[src/core/cvs_pkg.sv]
// shared constants, types and register map of the conversion control block
package cvs_pkg;
  localparam int        ADDR_W         = 8;
  localparam int        DATA_W         = 24;
  localparam int        ACC_W          = 36;
  localparam int        PERIOD_W       = 12;
  localparam int        SETTLE_W       = 4;
  // modulator runs at master clock / 16
  localparam logic [3:0] MOD_DIV_LAST  = 4'hF;
  // register byte addresses
  localparam logic [7:0] REG_MODE      = 8'h00;
  localparam logic [7:0] REG_FILTER    = 8'h04;
  localparam logic [7:0] REG_CHANNEL   = 8'h08;
  localparam logic [7:0] REG_STATUS    = 8'h0C;
  localparam logic [7:0] REG_DATA      = 8'h10;
  // filter register fields
  localparam int        FLT_PERIOD_LSB = 0;
  localparam int        FLT_CHOP_BIT   = 12;
  localparam int        FLT_QUICK_BIT  = 13;
  // status register fields
  localparam int        ST_READY_BIT   = 0;
  localparam int        ST_SETTLED_BIT = 1;
  localparam int        ST_MODE_LSB    = 2;
  // reset values
  localparam logic [2:0]          RST_MODE    = 3'h1;
  localparam logic [PERIOD_W-1:0] RST_PERIOD  = 12'h040;
  localparam logic                RST_CHOP    = 1'b1;
  localparam logic                RST_QUICK   = 1'b0;
  localparam logic [2:0]          RST_CHANNEL = 3'h0;
  // channel code that pairs the negative input with itself
  localparam logic [2:0]          CH_SHORT    = 3'h7;
  // full settling in output periods
  localparam logic [SETTLE_W-1:0] SETTLE_CHOP   = 4'h2;
  localparam logic [SETTLE_W-1:0] SETTLE_NOCHOP = 4'h3;

  typedef enum logic [2:0] {
    MODE_IDLE   = 3'b000,
    MODE_CONT   = 3'b001,
    MODE_SINGLE = 3'b010
  } cvs_mode_e;

  typedef enum logic [1:0] {
    ST_IDLE   = 2'b00,
    ST_HOLD   = 2'b01,
    ST_CONT   = 2'b10,
    ST_SINGLE = 2'b11
  } cvs_state_e;

  typedef struct packed {
    logic [PERIOD_W-1:0] period;
    logic                chop;
    logic                shortIn;
  } cvs_cfg_s;
endpackage

[src/core/cvs_filter.sv]
// modulator divider, chopper and accumulate-and-dump filter
`timescale 1ns/1ps
module cvs_filter (
  input  wire logic                        clk,
  input  wire logic                        rst_n,
  input  wire logic                        hold,
  input  wire cvs_pkg::cvs_cfg_s           cfg,
  input  wire logic [cvs_pkg::DATA_W-1:0]  sample,
  output logic      [cvs_pkg::DATA_W-1:0]  resWord,
  output logic                             resStrobe,
  output logic                             settled
);
  logic [3:0]                      modCnt_q, modCnt_d;
  logic                            chopSign_q, chopSign_d;
  logic [cvs_pkg::PERIOD_W-1:0]    perCnt_q, perCnt_d;
  logic [cvs_pkg::ACC_W-1:0]       acc_q, acc_d;
  logic [cvs_pkg::SETTLE_W-1:0]    settleCnt_q, settleCnt_d;
  logic [cvs_pkg::DATA_W-1:0]      word_q, word_d;
  logic                            strobe_q, strobe_d;
  logic                            tick;
  logic                            periodEnd;
  logic [cvs_pkg::DATA_W-1:0]      inX, modX, demod;
  logic [cvs_pkg::ACC_W-1:0]       sum;
  logic [cvs_pkg::SETTLE_W-1:0]    need;

  always_comb begin
    tick      = (modCnt_q == cvs_pkg::MOD_DIV_LAST);
    inX       = cfg.shortIn ? '0 : sample;
    // chopped ahead of the first stage, undone after it, so offsets cancel
    modX      = chopSign_q ? (~inX + 24'h000001) : inX;
    demod     = chopSign_q ? (~modX + 24'h000001) : modX;
    sum       = acc_q + {{(cvs_pkg::ACC_W-cvs_pkg::DATA_W){demod[cvs_pkg::DATA_W-1]}}, demod};
    periodEnd = tick && (({1'b0, perCnt_q} + 13'h0001) >= {1'b0, cfg.period});
    need      = cfg.chop ? cvs_pkg::SETTLE_CHOP : cvs_pkg::SETTLE_NOCHOP;
    modCnt_d    = modCnt_q + 4'h1;
    chopSign_d  = chopSign_q;
    perCnt_d    = perCnt_q;
    acc_d       = acc_q;
    settleCnt_d = settleCnt_q;
    word_d      = word_q;
    strobe_d    = 1'b0;
    if (tick) begin
      chopSign_d = cfg.chop ? ~chopSign_q : 1'b0;
      perCnt_d   = perCnt_q + 12'h001;
      acc_d      = sum;
    end
    if (periodEnd) begin
      perCnt_d = '0;
      acc_d    = '0;
      word_d   = sum[cvs_pkg::ACC_W-1 -: cvs_pkg::DATA_W];
      strobe_d = 1'b1;
      if (settleCnt_q < need) begin
        settleCnt_d = settleCnt_q + 4'h1;
      end
    end
    // held: no samples gathered, counters and accumulator back to known zero, last word kept unless a period ends in the first held cycle
    if (hold) begin
      modCnt_d    = '0;
      chopSign_d  = 1'b0;
      perCnt_d    = '0;
      acc_d       = '0;
      settleCnt_d = '0;
      strobe_d    = 1'b0;
    end
  end

  always_ff @(posedge clk) begin
    if (!rst_n) begin
      modCnt_q    <= '0;
      chopSign_q  <= 1'b0;
      perCnt_q    <= '0;
      acc_q       <= '0;
      settleCnt_q <= '0;
      word_q      <= '0;
      strobe_q    <= 1'b0;
    end else begin
      modCnt_q    <= modCnt_d;
      chopSign_q  <= chopSign_d;
      perCnt_q    <= perCnt_d;
      acc_q       <= acc_d;
      settleCnt_q <= settleCnt_d;
      word_q      <= word_d;
      strobe_q    <= strobe_d;
    end
  end

  assign resWord   = word_q;
  assign resStrobe = strobe_q;
  assign settled   = (settleCnt_q >= need);
endmodule

[src/core/cvs_conv_ctrl.sv]
// conversion start, stop and restart control with register port
//
// Added by the designer: the address map and strobed register access.
`timescale 1ns/1ps
module cvs_conv_ctrl (
  input  wire logic                        clk,
  input  wire logic                        rst_n,
  input  wire logic                        filterRestartN,
  input  wire logic [cvs_pkg::DATA_W-1:0]  modSample,
  input  wire logic [cvs_pkg::ADDR_W-1:0]  regAddr,
  input  wire logic [31:0]                 regWdata,
  input  wire logic                        regWr,
  input  wire logic                        regRd,
  output logic      [31:0]                 regRdata,
  output logic                             resultReadyN,
  output logic                             filterSettledN,
  output logic                             clockOutputPin
);
  logic                          pinS1_q, pinS2_q, pinPrev_q;
  logic                          pinFall, pinRise, pinLow;
  cvs_pkg::cvs_state_e           state_q, state_d;
  logic [2:0]                    operatingModeField_q, operatingModeField_d;
  logic [cvs_pkg::PERIOD_W-1:0]  period_q, period_d;
  logic                          chopEnable_q, chopEnable_d;
  logic                          quickSettleEnable_q, quickSettleEnable_d;
  logic [2:0]                    channel_q, channel_d;
  logic [cvs_pkg::DATA_W-1:0]    data_q, data_d;
  logic                          readyN_q, readyN_d;
  logic [31:0]                   rdata_q, rdata_d;
  logic                          restart, filtHold, publish, stopSingle;
  logic                          wrMode, wrFilter, wrChannel, rdData;
  cvs_pkg::cvs_cfg_s             cfg;
  logic [cvs_pkg::DATA_W-1:0]    resWord;
  logic                          resStrobe, settled;

  // only the second stage and its one-cycle delayed copy feed the edge logic
  always_ff @(posedge clk) begin
    if (!rst_n) begin
      pinS1_q   <= 1'b1;
      pinS2_q   <= 1'b1;
      pinPrev_q <= 1'b1;
    end else begin
      pinS1_q   <= filterRestartN;
      pinS2_q   <= pinS1_q;
      pinPrev_q <= pinS2_q;
    end
  end

  always_comb begin
    pinFall = pinPrev_q && !pinS2_q;
    pinRise = !pinPrev_q && pinS2_q;
    pinLow  = !pinS2_q;
  end

  always_comb begin
    wrMode    = regWr && (regAddr == cvs_pkg::REG_MODE);
    wrFilter  = regWr && (regAddr == cvs_pkg::REG_FILTER);
    wrChannel = regWr && (regAddr == cvs_pkg::REG_CHANNEL);
    rdData    = regRd && (regAddr == cvs_pkg::REG_DATA);
  end

  always_comb begin
    cfg.period  = period_q;
    cfg.chop    = chopEnable_q;
    cfg.shortIn = (channel_q == cvs_pkg::CH_SHORT);
  end

  // main sequencing
  always_comb begin
    state_d              = state_q;
    operatingModeField_d = operatingModeField_q;
    restart              = 1'b0;
    publish              = 1'b0;
    stopSingle           = 1'b0;
    unique case (state_q)
      cvs_pkg::ST_IDLE: begin
      end
      cvs_pkg::ST_HOLD: begin
        if (pinRise) begin
          restart = 1'b1;
          state_d = (operatingModeField_q == cvs_pkg::MODE_CONT) ?
                    cvs_pkg::ST_CONT : cvs_pkg::ST_SINGLE;
        end
      end
      cvs_pkg::ST_CONT: begin
        publish = resStrobe && settled;
      end
      cvs_pkg::ST_SINGLE: begin
        // quick settle shows early words while the filter still settles
        publish    = resStrobe && (settled || quickSettleEnable_q);
        stopSingle = resStrobe && settled;
        if (stopSingle) begin
          state_d              = cvs_pkg::ST_IDLE;
          operatingModeField_d = cvs_pkg::MODE_IDLE;
        end
      end
    endcase
    if (wrMode) begin
      // software write wins over the automatic return to idle
      operatingModeField_d = regWdata[2:0];
      restart = 1'b1;
      unique case (regWdata[2:0])
        cvs_pkg::MODE_CONT:   state_d = cvs_pkg::ST_CONT;
        cvs_pkg::MODE_SINGLE: state_d = cvs_pkg::ST_SINGLE;
        default:              state_d = cvs_pkg::ST_IDLE;
      endcase
    end
    if (pinFall || (pinLow && !pinRise)) begin
      state_d = cvs_pkg::ST_HOLD;
      restart = 1'b0;
      publish = 1'b0;
    end
  end

  always_comb begin
    filtHold = restart || (state_q == cvs_pkg::ST_IDLE)
                       || (state_q == cvs_pkg::ST_HOLD);
  end

  // setup registers: only software writes change them
  always_comb begin
    period_d            = period_q;
    chopEnable_d        = chopEnable_q;
    quickSettleEnable_d = quickSettleEnable_q;
    channel_d           = channel_q;
    if (wrFilter) begin
      period_d            = regWdata[cvs_pkg::FLT_PERIOD_LSB +: cvs_pkg::PERIOD_W];
      chopEnable_d        = regWdata[cvs_pkg::FLT_CHOP_BIT];
      quickSettleEnable_d = regWdata[cvs_pkg::FLT_QUICK_BIT];
    end
    if (wrChannel) begin
      channel_d = regWdata[2:0];
    end
  end

  // data word and ready flag
  always_comb begin
    data_d   = data_q;
    readyN_d = readyN_q;
    if (rdData || restart || (state_d == cvs_pkg::ST_HOLD)) begin
      readyN_d = 1'b1;
    end
    if (publish) begin
      data_d   = resWord;
      readyN_d = 1'b0;
    end
  end

  always_comb begin
    rdata_d = 32'h00000000;
    if (regRd) begin
      unique case (regAddr)
        cvs_pkg::REG_MODE:    rdata_d[2:0] = operatingModeField_q;
        cvs_pkg::REG_FILTER: begin
          rdata_d[cvs_pkg::FLT_PERIOD_LSB +: cvs_pkg::PERIOD_W] = period_q;
          rdata_d[cvs_pkg::FLT_CHOP_BIT]  = chopEnable_q;
          rdata_d[cvs_pkg::FLT_QUICK_BIT] = quickSettleEnable_q;
        end
        cvs_pkg::REG_CHANNEL: rdata_d[2:0] = channel_q;
        cvs_pkg::REG_STATUS: begin
          rdata_d[cvs_pkg::ST_READY_BIT]   = readyN_q;
          rdata_d[cvs_pkg::ST_SETTLED_BIT] = !settled;
          rdata_d[cvs_pkg::ST_MODE_LSB +: 3] = operatingModeField_q;
        end
        cvs_pkg::REG_DATA:    rdata_d[cvs_pkg::DATA_W-1:0] = data_q;
        default:              rdata_d = 32'h00000000;
      endcase
    end
  end

  // synchronous reset: accesses during it change nothing and read zero
  always_ff @(posedge clk) begin
    if (!rst_n) begin
      state_q              <= cvs_pkg::ST_CONT;
      operatingModeField_q <= cvs_pkg::RST_MODE;
      period_q             <= cvs_pkg::RST_PERIOD;
      chopEnable_q         <= cvs_pkg::RST_CHOP;
      quickSettleEnable_q  <= cvs_pkg::RST_QUICK;
      channel_q            <= cvs_pkg::RST_CHANNEL;
      data_q               <= '0;
      readyN_q             <= 1'b1;
      rdata_q              <= 32'h00000000;
    end else begin
      state_q              <= state_d;
      operatingModeField_q <= operatingModeField_d;
      period_q             <= period_d;
      chopEnable_q         <= chopEnable_d;
      quickSettleEnable_q  <= quickSettleEnable_d;
      channel_q            <= channel_d;
      data_q               <= data_d;
      readyN_q             <= readyN_d;
      rdata_q              <= rdata_d;
    end
  end

  cvs_filter u_filter (
    .clk       (clk),
    .rst_n     (rst_n),
    .hold      (filtHold),
    .cfg       (cfg),
    .sample    (modSample),
    .resWord   (resWord),
    .resStrobe (resStrobe),
    .settled   (settled)
  );

  assign regRdata       = rdata_q;
  assign resultReadyN   = readyN_q;
  assign filterSettledN = !settled;
  // forwarded straight through, so it keeps running during reset
  assign clockOutputPin = clk;

  a_fall_enters_hold: assert property (@(posedge clk) disable iff (!rst_n)
    pinFall |=> (state_q == cvs_pkg::ST_HOLD) && readyN_q)
    else $error("restart fall did not enter hold");

  a_hold_no_samples: assert property (@(posedge clk) disable iff (!rst_n)
    (state_q == cvs_pkg::ST_HOLD) |-> filtHold && !publish)
    else $error("filter ran while held");

  a_release_runs: assert property (@(posedge clk) disable iff (!rst_n)
    (pinRise && state_q == cvs_pkg::ST_HOLD && !regWr) |=> !filtHold)
    else $error("filter not released one cycle after rise");

  a_setup_kept: assert property (@(posedge clk) disable iff (!rst_n)
    (pinFall || pinRise) && !regWr |=> $stable(period_q) && $stable(chopEnable_q)
      && $stable(channel_q) && $stable(quickSettleEnable_q))
    else $error("restart pin changed setup");

  a_release_latency: assert property (@(posedge clk) disable iff (!rst_n)
    $rose(pinS2_q) && state_q == cvs_pkg::ST_HOLD && !regWr
      |-> restart ##1 (state_q != cvs_pkg::ST_HOLD))
    else $error("release latency not fixed");

  a_ready_falls: assert property (@(posedge clk) disable iff (!rst_n)
    publish |=> !readyN_q && (data_q == $past(resWord)))
    else $error("ready did not fall with new data");

  a_full_settle: assert property (@(posedge clk) disable iff (!rst_n)
    publish && !(quickSettleEnable_q && state_q == cvs_pkg::ST_SINGLE) |-> settled)
    else $error("data published before settling");

  a_single_idles: assert property (@(posedge clk) disable iff (!rst_n)
    stopSingle && !wrMode && !pinLow |=> state_q == cvs_pkg::ST_IDLE
      && operatingModeField_q == cvs_pkg::MODE_IDLE)
    else $error("single conversion did not return to idle");

  a_quick_stops: assert property (@(posedge clk) disable iff (!rst_n)
    (state_q == cvs_pkg::ST_SINGLE) && resStrobe && !settled && !pinLow && !wrMode
      |=> state_q == cvs_pkg::ST_SINGLE)
    else $error("single mode stopped before settling");

  a_reset_state: assert property (@(posedge clk)
    !rst_n |=> readyN_q && regRdata == 32'h00000000
      && operatingModeField_q == cvs_pkg::RST_MODE)
    else $error("reset did not restore defaults");
endmodule

[config.mk]
export PLATFORM = sky130hd
export DESIGN_NAME = cvs_conv_ctrl
export DESIGN_NICKNAME = d
export VERILOG_FILES = /design/src/core/cvs_pkg.sv /design/src/core/cvs_filter.sv /design/src/core/cvs_conv_ctrl.sv
export SDC_FILE = /design/constraint.sdc
export NUM_CORES = 1
export LEC_CHECK = 0
export ABC_AREA = 1
export BUFFER_PORTS_ARGS = -buffer_cell sky130_fd_sc_hd__buf_4
export CORE_MARGIN = 4
export CORE_UTILIZATION = 55
export CTS_CLUSTER_SIZE = 24
export DETAILED_ROUTE_END_ITERATION = 12
export PLACE_DENSITY = 0.75
export SETUP_SLACK_MARGIN = 0.05
export SYNTH_ARGS = -nofsm -noshare
export SYNTH_HDL_FRONTEND = slang
export SYNTH_HIERARCHICAL = 1
export SYNTH_SLANG_ARGS = --single-unit
[constraint.sdc]
create_clock -name clk -period 11.53 [get_ports clk]
set_input_delay 2.306 -clock clk [delete_from_list [all_inputs] [get_ports clk]]
set_output_delay 2.306 -clock clk [all_outputs]
set_load 0.1 [all_outputs]
==> qor.csv, run 1 <==
stage,metric,value,unit
grt,busiest_layer,met2,
die,die_w,141.6,µm
yosys,yosysSeqAreaShare,31.82,%
final_layout,drive_gt1_share,15.15,%
clock_tree,ctsResizeCount,0,
grt,gr-usage-met2,38.82,%
clock_tree,clk_pin_slew_worst_paths,0.07,ns
detailed_routing,vias,9010,
worst_setup_path,critical_path.max_fanout,2,
grt,grt.total_usage,23.52,%
die,core_area,17420,µm²
worst_setup_path,crit_required,9.22,ns
final_layout,diodes,0,
grt,grt_pass1_wl,38590,µm
final_layout,final_common_cell,nand2_1,
placed_design,dpl_cell_area,10390,µm²
worst_setup_path,r2r_slack,5.36,ns
timing,grt_setup_unrepaired,no,
clock_tree,cts_setup_buffers,0,
die,start_util,56.36,%
final_layout,fin_nets,1589,
grt,grt_pass1_vias,8361,
final_layout,design_area,11080,µm²
placed_design,portBuffers,77,
timing,tightest_slew,0.8900,ns
timing,fin_hold_ws,0.4239,ns
detailed_routing,routedWlPerCell,13.65,µm
worst_setup_path,path_class,clk2out,
yosys,synth_top_flop_cell,dfxtp_1,
pwr,p_leak,4.920,nW
timing,maxSlewHeadroom,40.58,%
grt,met1_usage,29.93,%
detailed_routing,dr.pass1.iters,5,
clock_tree,ctsHoldBuffers,0,
yosys,synth-seq-cells,156,
clock_tree,clock_latency,0.55,ns
detailed_routing,ant_nets,0,
timing,finalSetupViolCount,0,
yosys,yosysWarnings,6,
worst_setup_path,startpoint_type,clock port,
grt,grt_remaining_overflow,0,
die,rows,48,
yosys,syn_inst,1409,
die,dieArea,20050,µm²
grt,grt_max_degree,66,
yosys,syn_avg_cell_area,6.966,µm²
detailed_routing,wirelength,23260,µm
yosys,async_flop_share,0,%
placed_design,dpl.hpwl,17180,µm
timing,setup_tns,0,ns
clock_tree,tritoncts,done,
final_layout,final_cell_mix,"nand2_1 (287), nor2_1 (159), dfxtp_1 (156)",
grt,grt_util_met3,4.820,%
timing,drv_slew,0,
hold_path,hp-class,reg2reg,
worst_setup_path,crit_arrival,6.23,ns
pwr,vdd_drop_max,0.2433,mV
placed_design,gp_congestion,0.8988,
run_status,status,completed,
detailed_routing,drc,0,
flow_run,maxCapViolations,0,
timing,final.setup_skew,0.01309,ns
yosys,synth.cell_area,9816,µm²
grt,grt_antenna_before_repair,0,
yosys,yosys.cell_types.count,53,
pwr,power_density,118.6,nW/µm²
die,ios,104,
timing,hold_viol_final,0,
detailed_routing,vias_per_cell,5.288,
detailed_routing,drtIter0Drc,619,
worst_setup_path,critPathCaptureType,output pin,
yosys,synth_edf_count,0,
die,fp.dieH,141.6,µm
final_layout,area_growth,12.90,%
routing by layer:
layer	vias to the layer above	routed length (µm)
li1	4722	-
met1	4027	10550
met2	221	10890
met3	40	1196
met4	0	625
met5	-	0
per-stage QoR:
step                utilization (%)  total power [mW]  instances  worst slack [ns]
floorplan                         -            0.6659       1416             3.247
global placement              59.66            0.6956       1669             3.247
detailed placement            59.66            0.6970       1669             3.247
CTS                           63.63             1.327       1704             2.988
global route                  63.63             1.359       1704             2.986
finish                        63.63             1.315       1704             2.991
synthesized netlist by cell type, types with 3 or more instances:
cell,count,area share (%)
nor3_1,5,0.25
buf_6,4,0.46
nand3_2,4,0.41
nor2_4,8,0.92
nand2_2,25,1.6
nand2_4,10,1.1
buf_2,9,0.46
ha_1,53,6.8
or2_2,13,0.83
nand4_1,8,0.51
clkbuf_1,23,0.88
o211ai_1,3,0.23
a211oi_1,13,0.99
o21ai_1,23,1.2
xnor2_1,20,1.8
nand3_4,3,0.54
nor2_2,21,1.3
nor4_1,4,0.25
dfxtp_1,156,32
inv_1,139,5.3
a31oi_1,11,0.70
nand3b_1,6,0.46
nand2_1,287,11
buf_4,12,0.92
nand3_1,75,3.8
a21oi_1,127,6.5
nor2_1,160,6.1
o21ai_0,108,5.5
a21o_1,4,0.31
inv_2,10,0.38
o21ai_2,5,0.45
xor2_1,33,2.9
path summary, 6_finish.rpt:
path	from	end	cells past startpoint
worst max-delay path	clk	clockOutputPin	3
worst min register to register	pinS1_q$_SDFF_PN1_	pinS2_q$_SDFF_PN1_	1
worst max register to register	channel_q[2]$_SDFFE_PN0P_	u_filter/resWord[23]$_SDFFE_PN0P_	32
worst min-delay path	pinS1_q$_SDFF_PN1_	pinS2_q$_SDFF_PN1_	1
critical path, stage by stage:
cell,delay [ns]
clkbuf_16,0.12
clkbuf_16,0.12
buf_4,0.22
power breakdown:
| part | internal [mW] | switching, mW |
|---|---|---|
| Clock | 0.363 | 0.299 |
| Sequential | 0.541 | 0.00222 |
| Combinational | 0.0366 | 0.0729 |
kinds of logic (layout without fill, tap and decap cells):
group	Yosys count	count (layout)	synth area share, %
buffers and inverters	205	268	9.344
other	1	8	0.03820
adder cells (fa/ha/maj)	54	54	6.960
AO/OA/AOI/OAI	304	304	16.72
flip-flops	156	156	31.82
XOR/XNOR	53	53	4.729
AND/OR/NAND/NOR	636	636	30.39
flip-flops by register name, summed over array words and instances, names as in the netlist:
| register | count |
|---|---|
| u_filter/acc_q | 36 |
| pinPrev_q | 1 |
| u_filter/resStrobe | 1 |
| u_filter/resWord | 24 |
| pinS1_q | 1 |
| regRdata | 24 |
| operatingModeField_q | 3 |
| chopEnable_q | 1 |
| resultReadyN | 1 |
| u_filter/perCnt_q | 12 |
| pinS2_q | 1 |
| quickSettleEnable_q | 1 |
| data_q | 24 |
| u_filter/chopSign_q | 1 |
| period_q | 12 |
| channel_q | 3 |
| u_filter/modCnt_q | 4 |
| state_q | 2 |
| u_filter/settleCnt_q | 4 |
area by class of cell:
class / instances / area, µm²
fill: 1613 / 6335
tap: 225 / 281.5
clock buffer: 21 / 508.0
sequential: 156 / 3123
multi-input combinational: 1055 / 5804
inverter: 153 / 580.6
timing repair buffer: 79 / 593.1
clock inverter: 15 / 191.4
Note: power is estimated with default switching activity, not from simulation.
==> run 2: changes to the inputs <==
Clock period 11.53 ns to 9 ns, I/O delays scaled along.
==> run 2 against run 1 <==
Critical endpoint unchanged. Worst hold slack improved by 0.012 ns. Wire length increased by 0.34%. Die area unchanged. Sequential share of layout area about the same. Largest cell class unchanged. Cell area about the same. Non-clock buffer count unchanged. Register-to-register slack got worse by 2.4 ns. Highest routed layer unchanged. Clock skew decreased by 0.0029 ns. Largest power group unchanged. Via count about the same. Count of clock-buffer cells in the layout increased by 1. Power increased by 28%. Global-route usage increased by 0.23 points.
==> qor.csv, run 2 (same netlist as run 1, synthesis figures left out) <==
stage,metric,value,unit
worst_setup_path,r2r_slack,2.92,ns
grt,grt.total_usage,23.75,%
final_layout,largest_reg_flops,36,
timing,drv_slew,0,
die,dieArea,20050,µm²
worst_setup_path,crit_arrival,4.97,ns
detailed_routing,drtIter0Drc,496,
worst_setup_path,critPathCaptureType,output pin,
pwr,finalPower,1.686,mW
pwr,power_density,152.1,nW/µm²
final_layout,fillers,1635,
worst_setup_path,worstReg2RegEnd,u_filter/acc_q[35]$_SDFFE_PP0P_,
worst_setup_path,path_cells,clkbuf_16 > clkbuf_16 > buf_4,
final_layout,area_growth,12.87,%
detailed_routing,wirelength,23340,µm
detailed_routing,routedWlPerCell,13.70,µm
timing,tightest_slew,0.8992,ns
placed_design,portBuffers,77,
timing,setup_tns,0,ns
pwr,p_leak,4.921,nW
detailed_routing,vias_per_cell,5.283,
detailed_routing,ant_nets,0,
hold_path,hold_depth,1,
die,fp.dieH,141.6,µm
detailed_routing,dr.pass1.iters,5,
hold_path,hp-class,reg2reg,
final_layout,diodes,0,
die,die_w,141.6,µm
worst_setup_path,path_class,clk2out,
pwr,vdd_drop_max,0.3163,mV
die,core_area,17420,µm²
detailed_routing,vias,9003,
final_layout,top_register,u_filter/acc_q,
final_layout,drive_gt1_share,15.15,%
timing,grt_setup_unrepaired,no,
worst_setup_path,cpPeakStageDelay,0.22,ns
die,rows,48,
worst_setup_path,cpMaxStageDelayCell,buf_4,
timing,hold_viol_final,0,
clock_tree,cts_setup_buffers,0,
worst_setup_path,r2r_cells,32,
flow_run,maxCapViolations,0,
worst_setup_path,startpoint_type,clock port,
clock_tree,ctsResizeCount,0,
hold_path,worstHoldEndpoint,pinS2_q$_SDFF_PN1_,
timing,finalSetupViolCount,0,
clock_tree,clk_pin_slew_worst_paths,0.06,ns
worst_setup_path,critical_path.max_fanout,2,
grt,grt_antenna_before_repair,0,
grt,grt_remaining_overflow,0,
worst_setup_path,path_common_cell,clkbuf_16,
final_layout,final_cell_mix,"nand2_1 (287), nor2_1 (159), dfxtp_1 (156)",
timing,fin_hold_ws,0.4359,ns
timing,final.setup_skew,0.01019,ns
run_status,status,completed,
placed_design,gp_congestion,0.8949,
grt,grt_max_degree,66,
worst_setup_path,crit_required,7.20,ns
placed_design,dpl.hpwl,17470,µm
final_layout,fin_cells,1704,
placed_design,dp.cells,1669,
timing,maxSlewHeadroom,39.97,%
clock_tree,clock_latency,0.54,ns
grt,grt_pass1_vias,8409,
hold_path,hold_path_startpoint,pinS1_q$_SDFF_PN1_,
die,start_util,56.36,%
worst_setup_path,timing.rr.start,channel_q[2]$_SDFFE_PN0P_,
clock_tree,ctsHoldBuffers,0,
detailed_routing,drc,0,
grt,grt_pass1_wl,38890,µm
final_layout,final_common_cell,nand2_1,
clock_tree,tritoncts,done,
die,ios,104,
final_layout,fin_nets,1589,
-- run 2: changes by cell type in the layout (fill, tap and decap cells not counted) --
| cell | previous run | this run |
|---|---|---|
| bufinv_16 | 1 | 2 |
| clkbuf_8 | 0 | 1 |
| clkinv_2 | 1 | 2 |
| clkinv_8 | 3 | 1 |
| inv_6 | 3 | 6 |
| inv_8 | 7 | 3 |
-- run 2: layout make-up --
class                   instances  area, µm²  area share, %
repair buffers                 79      593.1          5.353
clock inverters                14      175.2          1.581
well taps                     225      281.5          2.541
clock buffers                  22      521.8          4.709
multi-input cells            1055       5804          52.39
inverters                     153      580.6          5.240
flip-flops and latches        156       3123          28.19
-- run 2: worst max-delay path by stage --
stage	start	cells after the start	slack, ns	to
6_report	clk	3	2.23	clockOutputPin
5_1_grt	clk	3	2.23	clockOutputPin
4_1_cts	clk	3	2.23	clockOutputPin
3_5_place_dp	clk	1	2.49	clockOutputPin
3_3_place_gp	clk	1	2.49	clockOutputPin
2_1_floorplan	clk	1	2.49	clockOutputPin
-- run 2: routing by layer --
layer | global-route usage (%) | up-vias | part of all wire (%)
met4 | 9.899 | 0 | 2.8
met2 | 39.89 | 218 | 47
met3 | 5.056 | 46 | 4.8
met5 | 0 | - | 0
li1 | - | 4716 | -
met1 | 29.55 | 4023 | 46
-- run 2: power breakdown --
group / internal, mW / total (mW) / switching (mW)
Combinational: 0.0471 / 0.141 / 0.0936
Sequential: 0.693 / 0.696 / 0.00265
Clock: 0.490 / 0.849 / 0.359
Total: 1.23 / 1.69 / 0.455
-- run 2: metrics by stage --
step	utilization, %	area (µm²)	worst slack, ns
floorplan	-	9842	2.488
finish	63.61	11080	2.232
CTS	63.61	11080	2.230
detailed placement	59.66	10390	2.488
global placement	59.66	10390	2.488
global route	63.61	11080	2.227
-- run 2: critical path, delay by kind of cell --
kind	cells	cell delay, ns
buffers and inverters	3	0.46
==> run 3: changes to the inputs <==
Settings changed: ABC_AREA 1 to 0, CORE_UTILIZATION 55 to 54, PLACE_DENSITY 0.75 to 0.77.
Clock period 9 ns to 5.5 ns, I/O delays scaled along.
==> run 3 against run 2 <==
Critical path type is now in2reg. Combinational power grew 110%. Sequential power grew 64%. Largest power group unchanged. Cell area grew 15%. Count of clock-buffer cells in the layout shrank 1. The flow now finishes with violations (setup timing). Largest cell class unchanged.
==> qor.csv, run 3 <==
stage,metric,value,unit
run_status,status,"finished, violations left",
run_status,violations,setup timing,
grt,grt_pass1_wl,43580,µm
placed_design,post-place-ws,-0.7209,ns
worst_setup_path,critPathCaptureType,register,
timing,setup_tns,-0.2866,ns
final_layout,top_register,u_filter/acc_q,
grt,grt_antenna_before_repair,0,
flow_run,maxCapViolations,0,
worst_setup_path,crit_arrival,6.13,ns
yosys,async_flop_share,0,%
final_layout,fin_cells,1685,
timing,fin_hold_ws,0.4079,ns
yosys,synth_common_cells,"nand2_1 (199), dfxtp_1 (156), a21oi_1 (102), nor2_1 (93), o21ai_0 (57)",
timing,maxSlewHeadroom,23.56,%
worst_setup_path,timing.rr.start,channel_q[0]$_SDFFE_PN0P_,
yosys,synth-simple-area-share,25.45,%
placed_design,dpl.hpwl,18760,µm
final_layout,design_area,12740,µm²
yosys,synth_compound_area_share,21.91,%
clock_tree,clk_pin_slew_worst_paths,0.07,ns
final_layout,diodes,0,
hold_path,hp-class,reg2reg,
pwr,vdd_drop_max,0.2267,mV
worst_setup_path,startpoint_type,input port,
yosys,syn_avg_cell_area,7.791,µm²
yosys,yosysWarnings,6,
detailed_routing,ant_nets,0,
detailed_routing,drc,0,
die,core_area,17300,µm²
timing,final.setup_skew,0.01359,ns
hold_path,worstHoldEndpoint,pinS2_q$_SDFF_PN1_,
yosys,synth_top_flop_cell,dfxtp_1,
pwr,power_density,217.6,nW/µm²
yosys,yosysSeqAreaShare,32.67,%
detailed_routing,routedWlPerCell,16.20,µm
worst_setup_path,r2r_cells,26,
placed_design,dpl_cell_area,11600,µm²
clock_tree,tritoncts,done,
timing,drv_slew,0,
final_layout,fin_nets,1570,
final_layout,final_cell_mix,"buf_4 (258), nand2_1 (196), dfxtp_1 (156)",
die,fp.dieH,141.1,µm
timing,max_clock_freq,176.7,MHz
timing,fin_crit,5.658,ns
die,ios,104,
die,die_w,141.1,µm
yosys,synth.cell_area,9559,µm²
clock_tree,clock_latency,0.55,ns
yosys,yosys.cell_types.count,79,
worst_setup_path,worstReg2RegEnd,u_filter/resWord[23]$_SDFFE_PN0P_,
final_layout,drive_gt1_share,27.05,%
timing,finalSetupViolCount,2,
pwr,p_leak,5.230,nW
worst_setup_path,crit_required,5.97,ns
detailed_routing,vias_per_cell,5.861,
worst_setup_path,path_class,in2reg,
yosys,synthAdderAreaFrac,7.147,%
yosys,yosys.cell_count.top_type,nand2_1,
detailed_routing,dr.pass1.iters,7,
hold_path,hold_depth,1,
timing,setup_slack,-0.1582,ns
detailed_routing,wirelength,27300,µm
worst_setup_path,critical_path.max_fanout,6,
grt,grt_remaining_overflow,0,
timing,grt_setup_unrepaired,yes,
final_layout,final_common_cell,buf_4,
detailed_routing,vias,9876,
yosys,synth-xor-area-share,6.688,%
yosys,synth_top_area_share,32.67,%
timing,hold_viol_final,0,
worst_setup_path,r2r_slack,-0.05,ns
placed_design,gp_congestion,0.8892,
die,rows,48,
yosys,synth_top_family_by_area,simple AND/OR/NAND/NOR gates,
timing,tightest_slew,1.142,ns
clock_tree,ctsHoldBuffers,0,
timing,fin_crit_sh,102.9,%
yosys,syn_inst,1227,
final_layout,largest_reg_flops,36,
yosys,synth_edf_count,0,
yosys,synthTopCellsByArea,"dfxtp_1 (33%), nand2_1 (7.8%), ha_1 (6.9%)",
yosys,muxShareOfSynthArea,1.178,%
placed_design,portBuffers,77,
hold_path,hold_path_startpoint,pinS1_q$_SDFF_PN1_,
grt,grt_pass1_vias,9319,
placed_design,dp.cells,1638,
grt,grt_max_degree,46,
yosys,synth_top_cell_by_area,dfxtp_1,
die,dieArea,19900,µm²
die,start_util,55.27,%
yosys,synth-seq-cells,156,
final_layout,area_growth,33.31,%
grt,grt.total_usage,26.35,%
detailed_routing,drtIter0Drc,662,
[run 3: changes by cell type after synthesis, moves of 26 or more]
cell	change
nor2_1	-67
inv_1	-107
nand3_1	-26
nand2_1	-88
o21ai_0	-51
[run 3: area by class of cell]
cell class | count | area [µm²]
clock buffers | 21 | 508.0
clock inverters | 15 | 166.4
fillers | 1235 | 4553
inverters | 34 | 130.1
multi-input cells | 972 | 6531
flip-flops and latches | 156 | 3123
well taps | 225 | 281.5
repair buffers | 262 | 2003
[run 3: how the worst max path moves through the flow]
stage	from	end	slack, ns
floorplan	modSample[5]	u_filter/acc_q[34]$_SDFFE_PP0P_	-0.29
global placement	modSample[5]	u_filter/resWord[23]$_SDFFE_PN0P_	-0.61
detailed placement	modSample[5]	u_filter/resWord[23]$_SDFFE_PN0P_	-0.72
CTS	modSample[5]	u_filter/resWord[23]$_SDFFE_PN0P_	0.03
global route	modSample[5]	u_filter/resWord[23]$_SDFFE_PN0P_	-0.26
finish	modSample[5]	u_filter/resWord[23]$_SDFFE_PN0P_	-0.16
[run 3: metrics by stage]
stage,util [%],power [mW]
5_1_grt,73.68,2.868
3_3_place_gp,67.04,1.496
6_report,73.68,2.773
2_1_floorplan,-,1.381
4_1_cts,72.16,2.769
3_5_place_dp,67.04,1.502
[run 3: power breakdown]
group	switching [mW]	internal [mW]	leakage, nW	total (mW)
sequential	0.00365	1.13	1.26	1.14
combinational	0.170	0.129	3.64	0.299
clock	0.624	0.714	0.333	1.34
total	0.797	1.98	5.23	2.77
[run 3: what timing repair did]
action | CTS | global route
buffers inserted | 8 | 5
setup endpoints to repair | 12 | 22
pin swaps | 25 | 32
gates resized for setup | 27 | 50
[run 3: worst max-delay path, stage by stage]
cell,delay [ns]
buf_6,0.09
buf_4,0.15
nor4_2,0.27
buf_4,0.17
buf_4,0.11
nand4_1,0.17
a221o_1,0.39
nor2_1,0.14
o21ai_0,0.17
or4_4,0.55
o21a_4,0.24
nor2_4,0.21
buf_12,0.16
ha_4,0.21
a21oi_2,0.13
o21ai_2,0.10
a2111oi_2,0.36
a31oi_1,0.19
a21oi_1,0.25
nor2_1,0.09
a211oi_2,0.23
nor3_1,0.14
or3_1,0.36
a31oi_1,0.15
[run 3: kinds of logic (layout without fill, tap and decap cells)]
family	count (synthesis)	count (layout)
other	1	8
AND/OR/NAND/NOR	504	504
buffers and inverters	106	332
XOR/XNOR	73	73
adder cells (fa/ha/maj)	54	54
flip-flops	156	156
AO/OA/AOI/OAI	322	322
multiplexers	11	11
[run 3: routing by layer]
| metal | vias to the layer above | GRT usage, % | part of all wire [%] |
|---|---|---|---|
| met5 | - | 0 | 0 |
| met4 | 0 | 8.465 | 2.5 |
| met3 | 72 | 4.715 | 5.6 |
| met2 | 373 | 47.28 | 50 |
| met1 | 4635 | 31.92 | 42 |
| li1 | 4796 | - | - |
